===== config.mk =====
export PLATFORM = sky130hd
export DESIGN_NAME = vdc_command_port
export DESIGN_NICKNAME = d
export VERILOG_FILES = /design/src/vdc_pkg.sv /design/src/vdc_block_mem.sv /design/src/vdc_command_port.sv /design/src/vdc_pair_buf.sv
export VERILOG_INCLUDE_DIRS = /design/src /design/src/src
export SDC_FILE = /design/constraint.sdc
export NUM_CORES = 1
export LEC_CHECK = 0
export BUFFER_PORTS_ARGS = -buffer_cell sky130_fd_sc_hd__buf_2
export CAP_MARGIN = 10
export CELL_PAD_IN_SITES_DETAIL_PLACEMENT = 1
export CELL_PAD_IN_SITES_GLOBAL_PLACEMENT = 2
export CORE_UTILIZATION = 49
export CTS_CLUSTER_DIAMETER = 80
export DETAILED_ROUTE_END_ITERATION = 7
export PLACE_DENSITY = 0.93
export SYNTH_ARGS = -nofsm -noshare
export SYNTH_HDL_FRONTEND = slang
export SYNTH_SLANG_ARGS = --single-unit
export TNS_END_PERCENT = 30

===== constraint.sdc =====
create_clock -name sys_clk -period 7.85 [get_ports sys_clk]
set_clock_uncertainty 0.1 [all_clocks]
set_input_delay 1.57 -clock sys_clk [delete_from_list [all_inputs] [get_ports sys_clk]]
set_output_delay 1.57 -clock sys_clk [all_outputs]
set_load 0.1 [all_outputs]

===== src/vdc_defs.svh =====
// Offsets, field positions, reset values and counts of the video decoder command port.
`ifndef VDC_DEFS_SVH
`define VDC_DEFS_SVH
`define VDC_COEF_LO 16'h8600
`define VDC_COEF_HI 16'h86FF
`define VDC_MB_TYPE 16'h8700
`define VDC_MB_POS 16'h8704
`define VDC_MV0 16'h8708
`define VDC_MV1 16'h870C
`define VDC_MV2 16'h8710
`define VDC_MV3 16'h8714
`define VDC_END_PARAM 16'h8718
`define VDC_END_BLOCK 16'h871C
`define VDC_STATUS 16'h8758
`define VDC_RESET_WORD 32'h0000_0000
`define VDC_ST_MC_BIT 18
`define VDC_ST_XF_BIT 17
`define VDC_ST_IDLE_BIT 16
`define VDC_BLOCK_LEN 7'h40
`define VDC_QUEUE_DEPTH 16'h0002
`endif


===== src/vdc_pkg.sv =====
// Types shared by the video decoder command port.
`default_nettype none
package vdc_pkg;
	// One coefficient placed into the block store.
	typedef struct packed {
		logic [5:0] run;
		logic [11:0] value;
	} vdc_pair_s;

	// Motion vector word fields, identical for all four vectors.
	typedef struct packed {
		logic chroma_add_y;
		logic [4:0] rsvd_hi;
		logic [9:0] y_offset;
		logic chroma_add_x;
		logic [2:0] rsvd_lo;
		logic [1:0] ref_buffer;
		logic [9:0] x_offset;
	} vdc_mv_s;

	// Macroblock type word fields.
	typedef struct packed {
		logic [3:0] subpix_d;
		logic [3:0] subpix_c;
		logic [3:0] subpix_b;
		logic [3:0] subpix_a;
		logic bottom_field;
		logic field_dct;
		logic [1:0] comp_mode;
		logic frame_picture;
		logic backward;
		logic forward;
		logic intra;
		logic wait_flip;
		logic last_mb;
		logic [5:0] coded_mask;
	} vdc_mbtype_s;

	typedef enum logic [2:0] {
		VDC_IDLE = 3'b001,
		VDC_FILL = 3'b010,
		VDC_FLUSH = 3'b100
	} vdc_state_e;
endpackage : vdc_pkg
`default_nettype wire

===== src/vdc_block_mem.sv =====
// Sixty-four coefficient store of one 8x8 block with registered read data.
`default_nettype none
module vdc_block_mem (
	input wire logic sys_clk,
	input wire logic wr_en,
	input wire logic [5:0] wr_addr,
	input wire logic [11:0] wr_data,
	input wire logic [5:0] rd_addr,
	output logic [11:0] rd_data
);
	logic [11:0] mem [0:63];

	// Plain synchronous RAM; contents need no reset since the port's fill mask zeroes slots never written.
	always_ff @(posedge sys_clk) begin
		if (wr_en) begin
			mem[wr_addr] <= wr_data;
		end
		rd_data <= mem[rd_addr];
	end
endmodule : vdc_block_mem
`default_nettype wire


===== src/vdc_command_port.sv =====
// Memory-mapped command port of the transform and motion-compensation engine.
`include "vdc_defs.svh"
`default_nettype none

// Functional notes
// - Any offset 8600h..86FFh is a coefficient write.
// - Packing 0: 12-bit value bits 11..0, run bits 21..16.
// - Packing 1: pair format from bit 31 (high) and bit 15 (low).
// - Format 00: two 9-bit value/6-bit run pairs, low pair first.
// - Format 01: one pair, run 14..9, 12-bit value 27..16.
// - Format 10: one pair, 9-bit value 8..0, run 14..9.
// - Type word holds four sub-pixel nibbles, bits 19..16 to 31..28.
// - Type bit 15 selects bottom field; host writes 0 for MPEG-1.
// - Type bit 14 selects field DCT; host rules per picture kind.
// - Type bits 13..12 select compensation mode.
// - Bit 11 picture kind, bit 10 backward, bit 9 forward.
// - Type bit 7 holds the macroblock until page flip completes.
// - Type bit 6 marks last macroblock; bit 8 marks intra.
// - Coded block mask bits 5..0: luma 0..3, Cb, Cr.
// - Position word: X 5..0, Y 21..16, destination buffer 11..10.
// - Vector word: X 9..0, Y 25..16, reference buffer 11..10.
// - Second and third vectors share the first vector layout.
// - Fourth vector word at 8714h with the same layout.
// - Write to 8718h only ends the parameter set.
// - Write to 871Ch ends one 8x8 block.
// - Status at 8758h: MC busy 18, transform busy 17, idle 16, free queue.
module vdc_command_port (
	input wire logic sys_clk,
	input wire logic reset_n,
	input wire logic mmio_wr,
	input wire logic mmio_rd,
	input wire logic [15:0] mmio_addr,
	input wire logic [31:0] mmio_wdata,
	output logic [31:0] mmio_rdata,
	input wire logic coeff_packing_select,
	input wire logic flip_done,
	output logic mc_busy,
	output logic block_valid,
	output logic [5:0] block_index,
	output logic [11:0] block_coeff,
	output logic params_ready,
	output vdc_pkg::vdc_mbtype_s mb_type,
	output logic [31:0] mb_position,
	output logic [31:0] mv_word_one,
	output logic [31:0] mv_word_two,
	output logic [31:0] mv_word_three,
	output logic [31:0] mv_word_four
);
	// ************************************************************
	// Register state
	// ************************************************************
	// Port state outside the pair buffer and block store lives in one record: one comb process builds the
	// next copy and one clocked process registers it. The stored words keep
	// all 32 bits written, reserved bits included, so a read returns exactly
	// what the host wrote.
	typedef struct packed {
		vdc_pkg::vdc_state_e fsm;
		logic [31:0] coef;
		logic [31:0] mbtype;
		logic [31:0] mbpos;
		logic [31:0] mv0;
		logic [31:0] mv1;
		logic [31:0] mv2;
		logic [31:0] mv3;
		logic [6:0] pos;
		logic [6:0] rd_pos;
		logic rd_valid;
		logic [5:0] rd_idx;
		logic [63:0] filled;
		logic second_pending;
		vdc_pkg::vdc_pair_s second;
		logic end_pending;
		logic mc_wait;
		logic params_pulse;
		logic [31:0] rdata;
	} vdc_top_s;

	vdc_top_s state_reg;
	vdc_top_s state_next;

	// ************************************************************
	// Address decode and coefficient unpacking
	// ************************************************************
	logic coef_hit;
	logic end_block_hit;
	logic [1:0] pair_fmt;
	logic unpack_valid;
	logic unpack_ready;
	vdc_pkg::vdc_pair_s unpack_pair;
	vdc_pkg::vdc_pair_s head_pair;
	logic head_valid;
	logic head_ready;
	logic [11:0] mem_rd_data;
	logic [6:0] target;
	logic mem_wr;
	logic [5:0] mem_rd_addr;
	vdc_pkg::vdc_mv_s mv_view;

	// Decode of the coefficient window and the block marker; the pair format
	// comes from the two flag bits of the written word.
	assign coef_hit = mmio_wr && (mmio_addr >= `VDC_COEF_LO) && (mmio_addr <= `VDC_COEF_HI);
	assign end_block_hit = mmio_wr && (mmio_addr == `VDC_END_BLOCK);
	assign pair_fmt = {mmio_wdata[31], mmio_wdata[15]};

	// The first pair of a write goes straight into the buffer; a second pair
	// of format 00 waits one cycle in a holding slot. Writes arriving while
	// the buffer is full are dropped, so the host must watch the free count.
	always_comb begin
		unpack_valid = 1'b0;
		unpack_pair = '0;
		if (state_reg.second_pending) begin
			unpack_valid = 1'b1;
			unpack_pair = state_reg.second;
		end else if (coef_hit) begin
			unpack_valid = 1'b1;
			if (!coeff_packing_select) begin
				unpack_pair.value = mmio_wdata[11:0];
				unpack_pair.run = mmio_wdata[21:16];
			end else begin
				unpack_pair.run = mmio_wdata[14:9];
				case (pair_fmt)
					2'b01: unpack_pair.value = mmio_wdata[27:16];
					2'b10: unpack_pair.value = {{3{mmio_wdata[8]}}, mmio_wdata[8:0]};
					default: unpack_pair.value = {{3{mmio_wdata[8]}}, mmio_wdata[8:0]};
				endcase
			end
		end
	end

	// The buffer decouples the bus from placement: a flush stalls the head
	// while one more pair still enters behind it, filling both slots.
	vdc_pair_buf u_buf (
		.sys_clk(sys_clk),
		.reset_n(reset_n),
		.in_valid(unpack_valid),
		.in_ready(unpack_ready),
		.in_data(unpack_pair),
		.out_valid(head_valid),
		.out_ready(head_ready),
		.out_data(head_pair)
	);

	// ************************************************************
	// Block store: run expansion and flush
	// ************************************************************
	// Target position of the head pair; pairs that land past the last slot
	// still pop, so a bad run cannot stall the stream.
	assign target = state_reg.pos + {1'b0, head_pair.run};
	assign head_ready = (state_reg.fsm != vdc_pkg::VDC_FLUSH);
	assign mem_wr = head_valid && head_ready && (target < `VDC_BLOCK_LEN);
	assign mem_rd_addr = state_reg.rd_pos[5:0];

	// The store is written at the run-expanded position; flush reads come
	// out one cycle later from the memory's output register.
	vdc_block_mem u_mem (
		.sys_clk(sys_clk),
		.wr_en(mem_wr),
		.wr_addr(target[5:0]),
		.wr_data(head_pair.value),
		.rd_addr(mem_rd_addr),
		.rd_data(mem_rd_data)
	);

	// Vector one reads back through its field view, which pins down the layout.
	assign mv_view = vdc_pkg::vdc_mv_s'(state_reg.mv0);

	// ************************************************************
	// Coefficient placement
	// ************************************************************
	// A pair is placed whenever the head pops, in idle as well as in fill.
	// The first pair of a block pops in the very cycle that leaves idle,
	// so placing only in fill would drop it.
	logic place_fire;
	logic [6:0] pos_after;
	assign place_fire = head_valid && head_ready;
	// The position saturates at the block end, so runs past the last slot
	// keep being discarded instead of wrapping back into the block.
	assign pos_after = (target < `VDC_BLOCK_LEN) ? (target + 7'd1) : `VDC_BLOCK_LEN;

	// ************************************************************
	// Status word
	// ************************************************************
	// Built from registered state apart from the read mux, so a read shows
	// the port as it stood at the edge that takes the strobe.
	logic mc_pending;
	logic xf_busy;
	logic dec_idle;
	logic [15:0] free_len;
	logic [31:0] status_word;
	assign mc_pending = state_reg.mc_wait || state_reg.end_pending;
	assign xf_busy = (state_reg.fsm != vdc_pkg::VDC_IDLE);
	assign dec_idle = !xf_busy && !head_valid && !mc_pending;
	// Only room or no room is known, so the free count reads full depth or zero.
	assign free_len = unpack_ready ? `VDC_QUEUE_DEPTH : 16'h0000;

	// Reserved bits 31..19 read zero.
	always_comb begin
		status_word = '0;
		status_word[`VDC_ST_MC_BIT] = mc_pending;
		status_word[`VDC_ST_XF_BIT] = xf_busy;
		status_word[`VDC_ST_IDLE_BIT] = dec_idle;
		status_word[15:0] = free_len;
	end

	// ************************************************************
	// Next-state logic
	// ************************************************************
	always_comb begin
		state_next = state_reg;
		state_next.params_pulse = 1'b0;
		state_next.rd_valid = 1'b0;
		// Second pair of a format 00 write is held for one cycle.
		state_next.second_pending = 1'b0;
		if (coef_hit && coeff_packing_select && (pair_fmt == 2'b00)
			&& !state_reg.second_pending) begin
			state_next.second_pending = 1'b1;
			state_next.second.run = mmio_wdata[30:25];
			state_next.second.value = {{3{mmio_wdata[24]}}, mmio_wdata[24:16]};
		end
		if (coef_hit) begin
			state_next.coef = mmio_wdata;
		end
		if (mmio_wr) begin
			case (mmio_addr)
				`VDC_MB_TYPE: begin
					state_next.mbtype = mmio_wdata;
					state_next.mc_wait = mmio_wdata[7];
				end
				`VDC_MB_POS: state_next.mbpos = mmio_wdata;
				`VDC_MV0: state_next.mv0 = mmio_wdata;
				`VDC_MV1: state_next.mv1 = mmio_wdata;
				`VDC_MV2: state_next.mv2 = mmio_wdata;
				`VDC_MV3: state_next.mv3 = mmio_wdata;
				default: ;
			endcase
		end
		// The parameter set closes on the marker; a pending page flip wait
		// defers the release until the flip completion pulse arrives.
		if (mmio_wr && (mmio_addr == `VDC_END_PARAM)) begin
			state_next.end_pending = 1'b1;
		end
		if (flip_done) begin
			state_next.mc_wait = 1'b0;
		end
		if (state_next.end_pending && !state_next.mc_wait) begin
			state_next.end_pending = 1'b0;
			state_next.params_pulse = 1'b1;
		end
		// Placement runs ahead of the sequencer; head_ready keeps it out of a flush.
		if (place_fire) begin
			if (mem_wr) begin
				state_next.filled[target[5:0]] = 1'b1;
			end
			state_next.pos = pos_after;
		end
		// Block fill and flush sequencing.
		case (state_reg.fsm)
			vdc_pkg::VDC_IDLE: begin
				if (head_valid) begin
					state_next.fsm = vdc_pkg::VDC_FILL;
				end
			end
			vdc_pkg::VDC_FILL: begin
				if (end_block_hit) begin
					state_next.fsm = vdc_pkg::VDC_FLUSH;
					state_next.rd_pos = '0;
				end
			end
			// A flush walks the read pointer over all sixty-four slots, one per
			// cycle, then returns to idle with position and fill mask cleared.
			vdc_pkg::VDC_FLUSH: begin
				if (state_reg.rd_pos < `VDC_BLOCK_LEN) begin
					state_next.rd_pos = state_reg.rd_pos + 7'd1;
					state_next.rd_valid = 1'b1;
					state_next.rd_idx = state_reg.rd_pos[5:0];
				end else begin
					state_next.fsm = vdc_pkg::VDC_IDLE;
					state_next.pos = '0;
					state_next.filled = '0;
				end
			end
			default: state_next.fsm = vdc_pkg::VDC_IDLE;
		endcase
		if (end_block_hit && (state_reg.fsm == vdc_pkg::VDC_IDLE)) begin
			state_next.fsm = vdc_pkg::VDC_FLUSH;
			state_next.rd_pos = '0;
		end
		// Read mux; unmapped offsets read zero.
		state_next.rdata = '0;
		if (mmio_rd) begin
			case (mmio_addr)
				`VDC_MB_TYPE: state_next.rdata = state_reg.mbtype;
				`VDC_MB_POS: state_next.rdata = state_reg.mbpos;
				`VDC_MV0: state_next.rdata = mv_view;
				`VDC_MV1: state_next.rdata = state_reg.mv1;
				`VDC_MV2: state_next.rdata = state_reg.mv2;
				`VDC_MV3: state_next.rdata = state_reg.mv3;
				`VDC_STATUS: state_next.rdata = status_word;
				default: begin
					if ((mmio_addr >= `VDC_COEF_LO) && (mmio_addr <= `VDC_COEF_HI)) begin
						state_next.rdata = state_reg.coef;
					end
				end
			endcase
		end
	end

	// ************************************************************
	// State register
	// ************************************************************
	// Asynchronous clear to zero, with the sequencer parked in idle.
	always_ff @(posedge sys_clk or negedge reset_n) begin
		if (!reset_n) begin
			state_reg <= '0;
			state_reg.fsm <= vdc_pkg::VDC_IDLE;
		end else begin
			state_reg <= state_next;
		end
	end

	// ************************************************************
	// Outputs
	// ************************************************************
	// Positions never written flush out as zero without clearing the RAM.
	logic [5:0] flush_idx_q;
	assign flush_idx_q = state_reg.rd_idx;
	assign block_valid = state_reg.rd_valid;
	assign block_index = flush_idx_q;
	assign block_coeff = state_reg.filled[flush_idx_q] ? mem_rd_data : 12'h000;
	assign mmio_rdata = state_reg.rdata;
	assign params_ready = state_reg.params_pulse;
	assign mc_busy = state_reg.mc_wait;
	assign mb_type = vdc_pkg::vdc_mbtype_s'(state_reg.mbtype);
	// Stored parameter words go out as registered, for the downstream engine.
	assign mb_position = state_reg.mbpos;
	assign mv_word_one = state_reg.mv0;
	assign mv_word_two = state_reg.mv1;
	assign mv_word_three = state_reg.mv2;
	assign mv_word_four = state_reg.mv3;
endmodule : vdc_command_port
`default_nettype wire


===== src/vdc_pair_buf.sv =====
// Two-entry buffer for run/value pairs between unpacker and block store.
`default_nettype none
module vdc_pair_buf (
	input wire logic sys_clk,
	input wire logic reset_n,
	input wire logic in_valid,
	output logic in_ready,
	input wire vdc_pkg::vdc_pair_s in_data,
	output logic out_valid,
	input wire logic out_ready,
	output vdc_pkg::vdc_pair_s out_data
);
	typedef struct packed {
		vdc_pkg::vdc_pair_s [1:0] slot;
		logic [1:0] count;
	} vdc_buf_s;

	vdc_buf_s state_reg;
	vdc_buf_s state_next;

	// Slot 0 is always the head; a pop shifts slot 1 down.
	always_comb begin
		state_next = state_reg;
		if (out_valid && out_ready) begin
			state_next.slot[0] = state_reg.slot[1];
			state_next.count = state_reg.count - 2'd1;
		end
		if (in_valid && in_ready) begin
			state_next.slot[state_next.count[0]] = in_data;
			state_next.count = state_next.count + 2'd1;
		end
	end

	always_ff @(posedge sys_clk or negedge reset_n) begin
		if (!reset_n) begin
			state_reg <= '0;
		end else begin
			state_reg <= state_next;
		end
	end

	assign in_ready = (state_reg.count != 2'd2);
	assign out_valid = (state_reg.count != 2'd0);
	assign out_data = state_reg.slot[0];
endmodule : vdc_pair_buf
`default_nettype wire


Word level (Yosys, flattened, before mapping)
Memories as Yosys holds them, arrays and structs flattened. A register that Yosys moved wholly into a read port is not among the register bits. Index checks and enable logic that the tools add are counted. W data, S select, Z words.

Reductions and logical operators: 35. Mux-type cells: 46. Equality and inequality tests: 20. Add/sub/neg operators: 5. Bitwise operators: 1. Magnitude comparators: 9.

Operator list (number): $pmux W32 S7 (1); $mux W64 (3); $eq A16 B16 Y1 const B (9); $mux W18 (4); $mux W71 (1); $mux W32 (2); $or A64 B64 Y64 (1); $mux W7 (6); $mux W20 (2); $bwmux W36 (1); $mux W12 (2); $mux W19 (1); $demux W18 S1 (1); $logic_and A1 B1 Y1 (17); $ge A16 B16 Y1 const B (1); $le A16 B16 Y1 const B (1); $add A7 B1 Y7 const B (2); $lt A6 B7 Y1 const B (2); $lt A7 B7 Y1 const B (2); $mux W14 (1); $pmux W7 S2 (1); $reduce_and A2 Y1 (7); $mux W1 (12); $mux W3 (4); other kinds (24) (32).

Register bits after elaboration: 401. Memories kept: 1. Memory bits (writable): 768.

Memories: u_mem.mem (words 64, bits a word 12, read ports 1, clocked after Yosys merged registers in 1, wr ports 1, line vdc_block_mem.sv:11) `logic [11:0] mem [0:63];`.

Longest topological paths before layout
Gate-level depths: netlist of run 1.

Depth in word-level cells: 10. Gate-level depth with buffers: 11.

Modules after synthesis
Synthesis of run 1 repeated with hierarchy kept, for this count alone.

Cells, all modules: 3060. Area total of the unflattened synthesis: 49676.4 µm².

Modules (own cells, without submodules): vdc_block_mem (instances 1, area an instance 29851.1 µm², cells each 1339); vdc_command_port (instances 1, area an instance 17918.4 µm², cells each 1589); vdc_pair_buf (instances 1, area an instance 1906.8 µm², cells each 132).

Least setup slack after synthesis of run 1
Ideal clock, no wire load.

Path kind: reg2out. Start point: reg state_reg (netlist bit block_index[0]). End point: out block_coeff[10]. Data required time: 6.180 ns. Setup slack: 3.862 ns. Arrival: 2.318 ns. Cell stages (with the launch flop): 9. Buffers on the path: 2. Cells stage by stage: dfrtp_1 -> buf_2 -> mux4_2 -> mux2i_1 -> o22ai_1 -> nor3_1 -> o221ai_2 -> buf_6 -> and2_1.

Cells in the longest elaborated chain, start to end: 3.

Ends and longest elaborated chain: start, declared (line vdc_command_port.sv:78) `vdc_top_s state_reg;`; start signal, assigned (line vdc_command_port.sv:317) `state_reg <= state_next;`; $bmux W1 S6 (line vdc_command_port.sv:329) `assign block_coeff = state_reg.filled[flush_idx_q] ? mem_rd_data : 12'h000;`; $mux W1 (not written as such) (line vdc_command_port.sv:329); $mux W12 (line vdc_command_port.sv:329); end, declared (line vdc_command_port.sv:40) `output logic [11:0] block_coeff,`.

No other way between the ends. The select of a mux whose other input is x is not followed.

Worst setup path after layout of run 1
Start point: reg state_reg (netlist bit block_index[2]). End point: out block_coeff[3].

The elaborated chain is that of the path after synthesis.

==> flow_metrics.env, run 1 <==
export IMPL_max_freq_mhz=174
export IMPL_slew_viol_final=0
export IMPL_layout_filler_cells=8882
export IMPL_capturing_instance_or_port_of_the_critical_path="block_coeff[3]"
export IMPL_worstReg2RegEnd="u_mem.mem[9][5]"
export IMPL_cts_tree="done"
export IMPL_dr_total_vias=28131
export IMPL_grt_usage=0.279
export IMPL_period_minus_slack_ps=5750
export IMPL_finalNetCount=3018
export IMPL_fp_coreArea_sq_um=98300
export IMPL_synthesis_area_per_instance_sq_um=17.1
export IMPL_dpl_instance_area_sq_um=49900
export IMPL_grt_start_max_net_pins=127
export IMPL_yosysMostFrequentCell="sky130_fd_sc_hd__edfxtp_1"
export IMPL_synth_net_count=2914
export IMPL_setup_worst_path_end_class="output port"
export IMPL_worst_ep_required_time_ps=6180
export IMPL_insertion_delay_ps=730
export IMPL_drc=11
export IMPL_synthSimpleGateAreaFrac=0.0348
export IMPL_floorplan_initialDensity=0.495
export IMPL_cp_max_fo=20
export IMPL_antenna_violating_nets_left=0
export IMPL_dr_pass1_iters=8
export IMPL_ir_drop_mv=0.191
export IMPL_first_global_vias=29540
export IMPL_cts_resized=0
export IMPL_num_io_pins=299
export IMPL_tritoncts_num_buffers=118
export IMPL_post_detailed_placement_half_perimeter_wirelength_microns=82800
export IMPL_max_clock_path_buffers=3
export IMPL_utilization=0.553
export IMPL_relative_slew_slack=0.119
export IMPL_yosys_warn_count=0
export IMPL_critical_path_class="flop to output port"
export IMPL_ratio_of_cells_with_drive_above_1_in_the_final_layout=0.351
export IMPL_design_power_total_mw=15.3
export IMPL_main_combinational_cell_family_by_area_after_synthesis="multiplexers"
export IMPL_multi_input_gate_area_in_the_final_layout_sq_um=12800
export IMPL_postSynthCellCount=2848
export IMPL_power_density_nw_per_um2=282
export IMPL_synth_largest_type_area_fraction=0.474
export IMPL_synth_async_reset_ratio=0.340
export IMPL_largest_reg_flops=768
export IMPL_yosys_area_share_xor_xnor=0.00198
export IMPL_grt_setup_unrepaired="no"
export IMPL_synth_compound_area_frac=0.0639
export IMPL_postCtsHoldBufs=0
export IMPL_num_rows=115
export IMPL_path_clk_slew_ps=70
export IMPL_outcome="complete, but fails checks"
export IMPL_maxCapViolCount=0
export IMPL_root_buffer_master="sky130_fd_sc_hd__clkbuf_16"
export IMPL_die_w_microns=317
export IMPL_final_hold_viol_count=0
export IMPL_grt_antenna_before_repair=7
export IMPL_placement_io_buffers=298
export IMPL_violations="design-rule violations"
export IMPL_tritoncts_num_sinks=1181
export IMPL_via_per_instance_ratio=6.47
export IMPL_post_synth_instance_area_sq_um=48600
export IMPL_synth_sequential_area_ratio=0.686
export IMPL_post_cts_buffers=0
export IMPL_cp_data_arrival_time_ps=4080
export IMPL_routed_wire_length_per_instance_microns=32.4
export IMPL_worstReg2RegStart="state_reg[132]"
export IMPL_synth_mux_area_frac=0.157
export IMPL_synth_fa_ha_area_frac=0.00324
export IMPL_finish_instance_area_sq_um=54300
export IMPL_drt_wl_total_microns=141000
export IMPL_worstHoldPathType="flop to flop"
export IMPL_synth_top_cells_by_area="sky130_fd_sc_hd__edfxtp_1, sky130_fd_sc_hd__dfrtp_1, sky130_fd_sc_hd__mux4_2"
export IMPL_ys_flop_type="sky130_fd_sc_hd__edfxtp_1"
export IMPL_number_of_setup_violations_in_the_final_report=0
export IMPL_yosys_register_bits=1181
export IMPL_ys_top_cells_by_count="sky130_fd_sc_hd__edfxtp_1, sky130_fd_sc_hd__dfrtp_1, sky130_fd_sc_hd__buf_4, sky130_fd_sc_hd__mux2_2, sky130_fd_sc_hd__mux4_2"
export IMPL_global_route_overflow_total=0
export IMPL_die_height_microns=317
export IMPL_area_delta_synth_final_pct=11.7
export IMPL_fp_dieArea_sq_um=100000
export IMPL_min_period_over_period=0.732
export IMPL_area_used_by_sequential_logic_in_the_layout_sq_um=33400
export IMPL_synthDominantAreaCellType="sky130_fd_sc_hd__edfxtp_1"
export IMPL_worstMarginPinSlew_ps=1320
export IMPL_grt_pass1_wl_microns=205000
export IMPL_synth_edff_count=768
export IMPL_setup_total_negative_slack_ps=0
export IMPL_cp_start_kind="flop"
export IMPL_ff2ff_path_depth=9
export IMPL_clock_tree_htree_level_count=3
export IMPL_place_congestion=0.857
export IMPL_detailedRoute_firstIterationViolations=3352
export IMPL_cp_startpoint="block_index[2]"
export IMPL_leakagePower_nw=20.9
export IMPL_reg2reg_slack_ps=3170
export IMPL_distinct_cells_synth=76
==> cell families after synthesis <==
kind of cell	Yosys count
muxes	474
AOI/OAI and AO/OA	413
DFF	1181
adders and majority gates	12
buffers and inverters	418
and+or+nand+nor	339
xor gates and xnor gates	11
==> cells in the final DEF (no fill, tap or decap), types with 23 or more instances in the layout <==
cell	n
sky130_fd_sc_hd__nand2_1	93
sky130_fd_sc_hd__a22oi_1	69
sky130_fd_sc_hd__and2_1	31
sky130_fd_sc_hd__o21a_1	44
sky130_fd_sc_hd__a221oi_1	25
sky130_fd_sc_hd__a222oi_1	60
sky130_fd_sc_hd__edfxtp_1	768
sky130_fd_sc_hd__dfrtp_1	386
sky130_fd_sc_hd__clkbuf_16	121
sky130_fd_sc_hd__mux2_2	235
sky130_fd_sc_hd__a22o_1	26
sky130_fd_sc_hd__buf_4	69
sky130_fd_sc_hd__buf_2	297
sky130_fd_sc_hd__o21ai_0	24
sky130_fd_sc_hd__nor3_1	23
sky130_fd_sc_hd__clkbuf_1	26
sky130_fd_sc_hd__mux4_2	206
sky130_fd_sc_hd__nor2_1	95
sky130_fd_sc_hd__a31oi_1	32
sky130_fd_sc_hd__mux2i_1	24
sky130_fd_sc_hd__a21oi_1	65
==> layer usage <==
layer / share of wire / wire, microns / GRT usage / up-vias
met4: 0.042 / 5940 / 0.105 / 6
met1: 0.37 / 52800 / 0.363 / 14898
met5: 0.00019 / 27 / 0 / -
met3: 0.084 / 11900 / 0.0559 / 339
li1: - / - / - / 11154
met2: 0.50 / 70100 / 0.466 / 1734
==> metrics by stage <==
stage               setup slack, ps  hold WS (ps)  instances
CTS                            2090           381       4330
global route                   1970           405       4346
global placement               2890           359       4095
finish                         2100           381       4346
floorplan                      3860           342       2848
detailed placement             2620           365       4105
==> report_power, final <==
part / internal (mW) / leakage, nW / switching (mW) / total (mW)
sequential: 7.33 / 12.3 / 0.377 / 7.71
combinational: 0.515 / 6.59 / 1.07 / 1.59
clock: 3.50 / 2.01 / 2.52 / 6.03
total: 11.3 / 20.9 / 3.97 / 15.3
==> how the worst min path moves through the flow <==
stage / slack, ps / depth (start not counted) / end / startpoint
2_1_floorplan: 340 / 1 / state_reg[55] / state_reg[55]
3_3_place_gp: 360 / 1 / state_reg[43] / state_reg[43]
3_5_place_dp: 370 / 1 / state_reg[95] / state_reg[95]
4_1_cts: 380 / 1 / state_reg[73] / state_reg[73]
5_1_grt: 400 / 1 / state_reg[77] / state_reg[77]
6_report: 380 / 1 / state_reg[55] / state_reg[55]
==> layout make-up <==
type / instances / share of cell area
inverter: 17 / 0.00117
timing repair buffer: 385 / 0.0429
clock inverter: 64 / 0.0153
antenna: 2 / 0.0000921
sequential: 1181 / 0.614
multi-input combinational: 1249 / 0.236
clock buffer: 161 / 0.0611
tap: 1287 / 0.0296
==> worst max-delay path: stages, from the launching register on <==
cell and delay, ps:
sky130_fd_sc_hd__dfrtp_1 1030, sky130_fd_sc_hd__mux4_2 370, sky130_fd_sc_hd__nor2_1 60, sky130_fd_sc_hd__nor4b_1 480, sky130_fd_sc_hd__nor3_1 140, sky130_fd_sc_hd__o221ai_2 570
sky130_fd_sc_hd__and2_4 250, sky130_fd_sc_hd__buf_2 430
Note: power is estimated with default switching activity, not from simulation.
==> run 2, diff against run 1 <==
CORE_UTILIZATION = 46   (was 49)
PLACE_DENSITY = 0.89   (was 0.93)
clock period = 6 ns   (was 7.85 ns; I/O delays follow)
==> flow_metrics.env, run 2 (synthesis results as in run 1) <==
export IMPL_outcome="complete, but fails checks"
export IMPL_violations="design-rule violations"
export IMPL_number_of_setup_violations_in_the_final_report=0
export IMPL_tritoncts_num_sinks=1181
export IMPL_grt_setup_unrepaired="no"
export IMPL_maxCapViolCount=0
export IMPL_fp_coreArea_sq_um=104000
export IMPL_insertion_delay_ps=740
export IMPL_tritoncts_num_buffers=118
export IMPL_num_io_pins=299
export IMPL_antenna_violating_nets_left=0
export IMPL_share_clk_of_total_power=0.377
export IMPL_ir_drop_mv=0.274
export IMPL_power_combinational_fraction=0.104
export IMPL_critPathSlowestCell="sky130_fd_sc_hd__dfrtp_1"
export IMPL_ratio_of_cells_with_drive_above_1_in_the_final_layout=0.350
export IMPL_power_frac_seq=0.519
export IMPL_detailedRoute_firstIterationViolations=2793
export IMPL_finalNetCount=3024
export IMPL_drc=1
export IMPL_worstReg2RegStart="state_reg[132]"
export IMPL_dpl_instance_area_sq_um=50200
export IMPL_largest_reg_flops=768
export IMPL_routed_wire_length_per_instance_microns=30.0
export IMPL_drt_wl_total_microns=133000
export IMPL_via_per_instance_ratio=6.14
export IMPL_critical_path_cell_chain="mux4_2 > mux2i_1 > o22ai_1 > nor3_1 > o221ai_2 > and2_1 > buf_2"
export IMPL_critical_path_class="flop to output port"
export IMPL_path_clk_slew_ps=70
export IMPL_post_detailed_placement_half_perimeter_wirelength_microns=83100
export IMPL_final_common_cell="sky130_fd_sc_hd__edfxtp_1"
export IMPL_slew_viol_final=0
export IMPL_finish_instance_area_sq_um=54100
export IMPL_final_hold_viol_count=0
export IMPL_post_cts_buffers=0
export IMPL_global_route_overflow_total=0
export IMPL_postCtsHoldBufs=0
export IMPL_dr_total_vias=27255
export IMPL_cts_resized=0
export IMPL_reg2reg_slack_ps=1630
export IMPL_grt_antenna_before_repair=5
export IMPL_cp_start_kind="flop"
export IMPL_die_w_microns=327
export IMPL_root_buffer_master="sky130_fd_sc_hd__clkbuf_16"
export IMPL_multi_input_gate_area_in_the_final_layout_sq_um=12800
export IMPL_period_minus_slack_ps=5360
export IMPL_dr_pass1_iters=8
export IMPL_cp_data_arrival_time_ps=4060
export IMPL_ff2ff_path_depth=8
export IMPL_max_freq_mhz=187
export IMPL_grt_usage=0.248
export IMPL_max_clock_path_buffers=3
export IMPL_power_density_nw_per_um2=356
export IMPL_grt_pass1_wl_microns=198000
export IMPL_worstMarginPinSlew_ps=1270
export IMPL_worstReg2RegEnd="u_mem.mem[22][3]"
export IMPL_setup_worst_path_end_class="output port"
export IMPL_layout_cells_most_common_list="sky130_fd_sc_hd__edfxtp_1, sky130_fd_sc_hd__dfrtp_1, sky130_fd_sc_hd__buf_2"
export IMPL_placement_io_buffers=298
export IMPL_area_used_by_sequential_logic_in_the_layout_sq_um=33400
export IMPL_hold_ws_ps=378
export IMPL_setup_total_negative_slack_ps=0
export IMPL_fp_dieArea_sq_um=107000
export IMPL_grt_start_max_net_pins=130
export IMPL_die_height_microns=327
export IMPL_cts_tree="done"
export IMPL_internal_power_mw=14.4
export IMPL_cp_startpoint="block_index[0]"
export IMPL_layout_filler_cells=9632
export IMPL_capturing_instance_or_port_of_the_critical_path="block_coeff[0]"
export IMPL_num_rows=118
export IMPL_area_delta_synth_final_pct=11.3
export IMPL_cp_max_fo=14
export IMPL_floorplan_initialDensity=0.467
export IMPL_design_power_total_mw=19.2
export IMPL_first_global_vias=29232
export IMPL_place_congestion=0.866
export IMPL_p_switching_mw=4.90
export IMPL_worst_ep_required_time_ps=4700
export IMPL_worstHoldPathType="flop to flop"
export IMPL_min_period_over_period=0.893
export IMPL_leakagePower_nw=20.8
export IMPL_clock_tree_htree_level_count=3
export IMPL_relative_slew_slack=0.153
export IMPL_sw_frac_of_total=0.254
export IMPL_critical_path_max_stage_delay_ps=1070
## run 2: layout make-up
class | instances | area share
Antenna cell | 2 | 0.0000925
Clock buffer | 170 | 0.0621
Clock inverter | 49 | 0.00816
Inverter | 17 | 0.00118
Multi-Input combinational cell | 1249 | 0.236
Sequential cell | 1181 | 0.616
Tap cell | 1380 | 0.0319
Timing Repair Buffer | 391 | 0.0436
## run 2: power groups by stage
stage                     combinational, mW  clock, mW  sequential, mW
after floorplan                        1.11          0            10.0
after global placement                 1.75          0            10.1
after detailed placement               1.87          0            10.2
after CTS                              1.89       7.34            10.1
after global routing                   2.14       7.60            10.0
final                                  2.01       7.25            9.99
## run 2: worst min path at each step
| stage | cells past startpoint | slack, ps | startpoint | to |
|---|---|---|---|---|
| after floorplan | 1 | 340 | state_reg[55] | state_reg[55] |
| after global placement | 1 | 350 | state_reg[55] | state_reg[55] |
| after detailed placement | 1 | 360 | state_reg[55] | state_reg[55] |
| after CTS | 1 | 370 | state_reg[55] | state_reg[55] |
| after global routing | 1 | 390 | state_reg[75] | state_reg[75] |
| final | 1 | 380 | state_reg[55] | state_reg[55] |
## run 2: layer usage
metal	GRT usage	up-vias	routed length, microns
met5	0	-	29
met4	0.0804	6	4100
met3	0.0514	235	10100
met2	0.416	1238	66500
met1	0.324	14617	52400
li1	-	11159	-
## run 2: per-stage QoR
step | instances | utilization | worst slack [ps]
after global routing | 4438 | 0.520 | 642
after CTS | 4430 | 0.518 | 714
after global placement | 4209 | 0.482 | 1570
after detailed placement | 4211 | 0.482 | 1480
final | 4439 | 0.520 | 644
after floorplan | 2848 | - | 2380
## run 2: worst max-delay path, delay by kind of cell, from the launching register on
kind | cells | cell delay [ps]
buffers and inverters | 1 | 290
AO/OA/AOI/OAI | 2 | 420
multiplexers | 2 | 980
AND/OR/NAND/NOR | 2 | 530
flip-flops | 1 | 1070
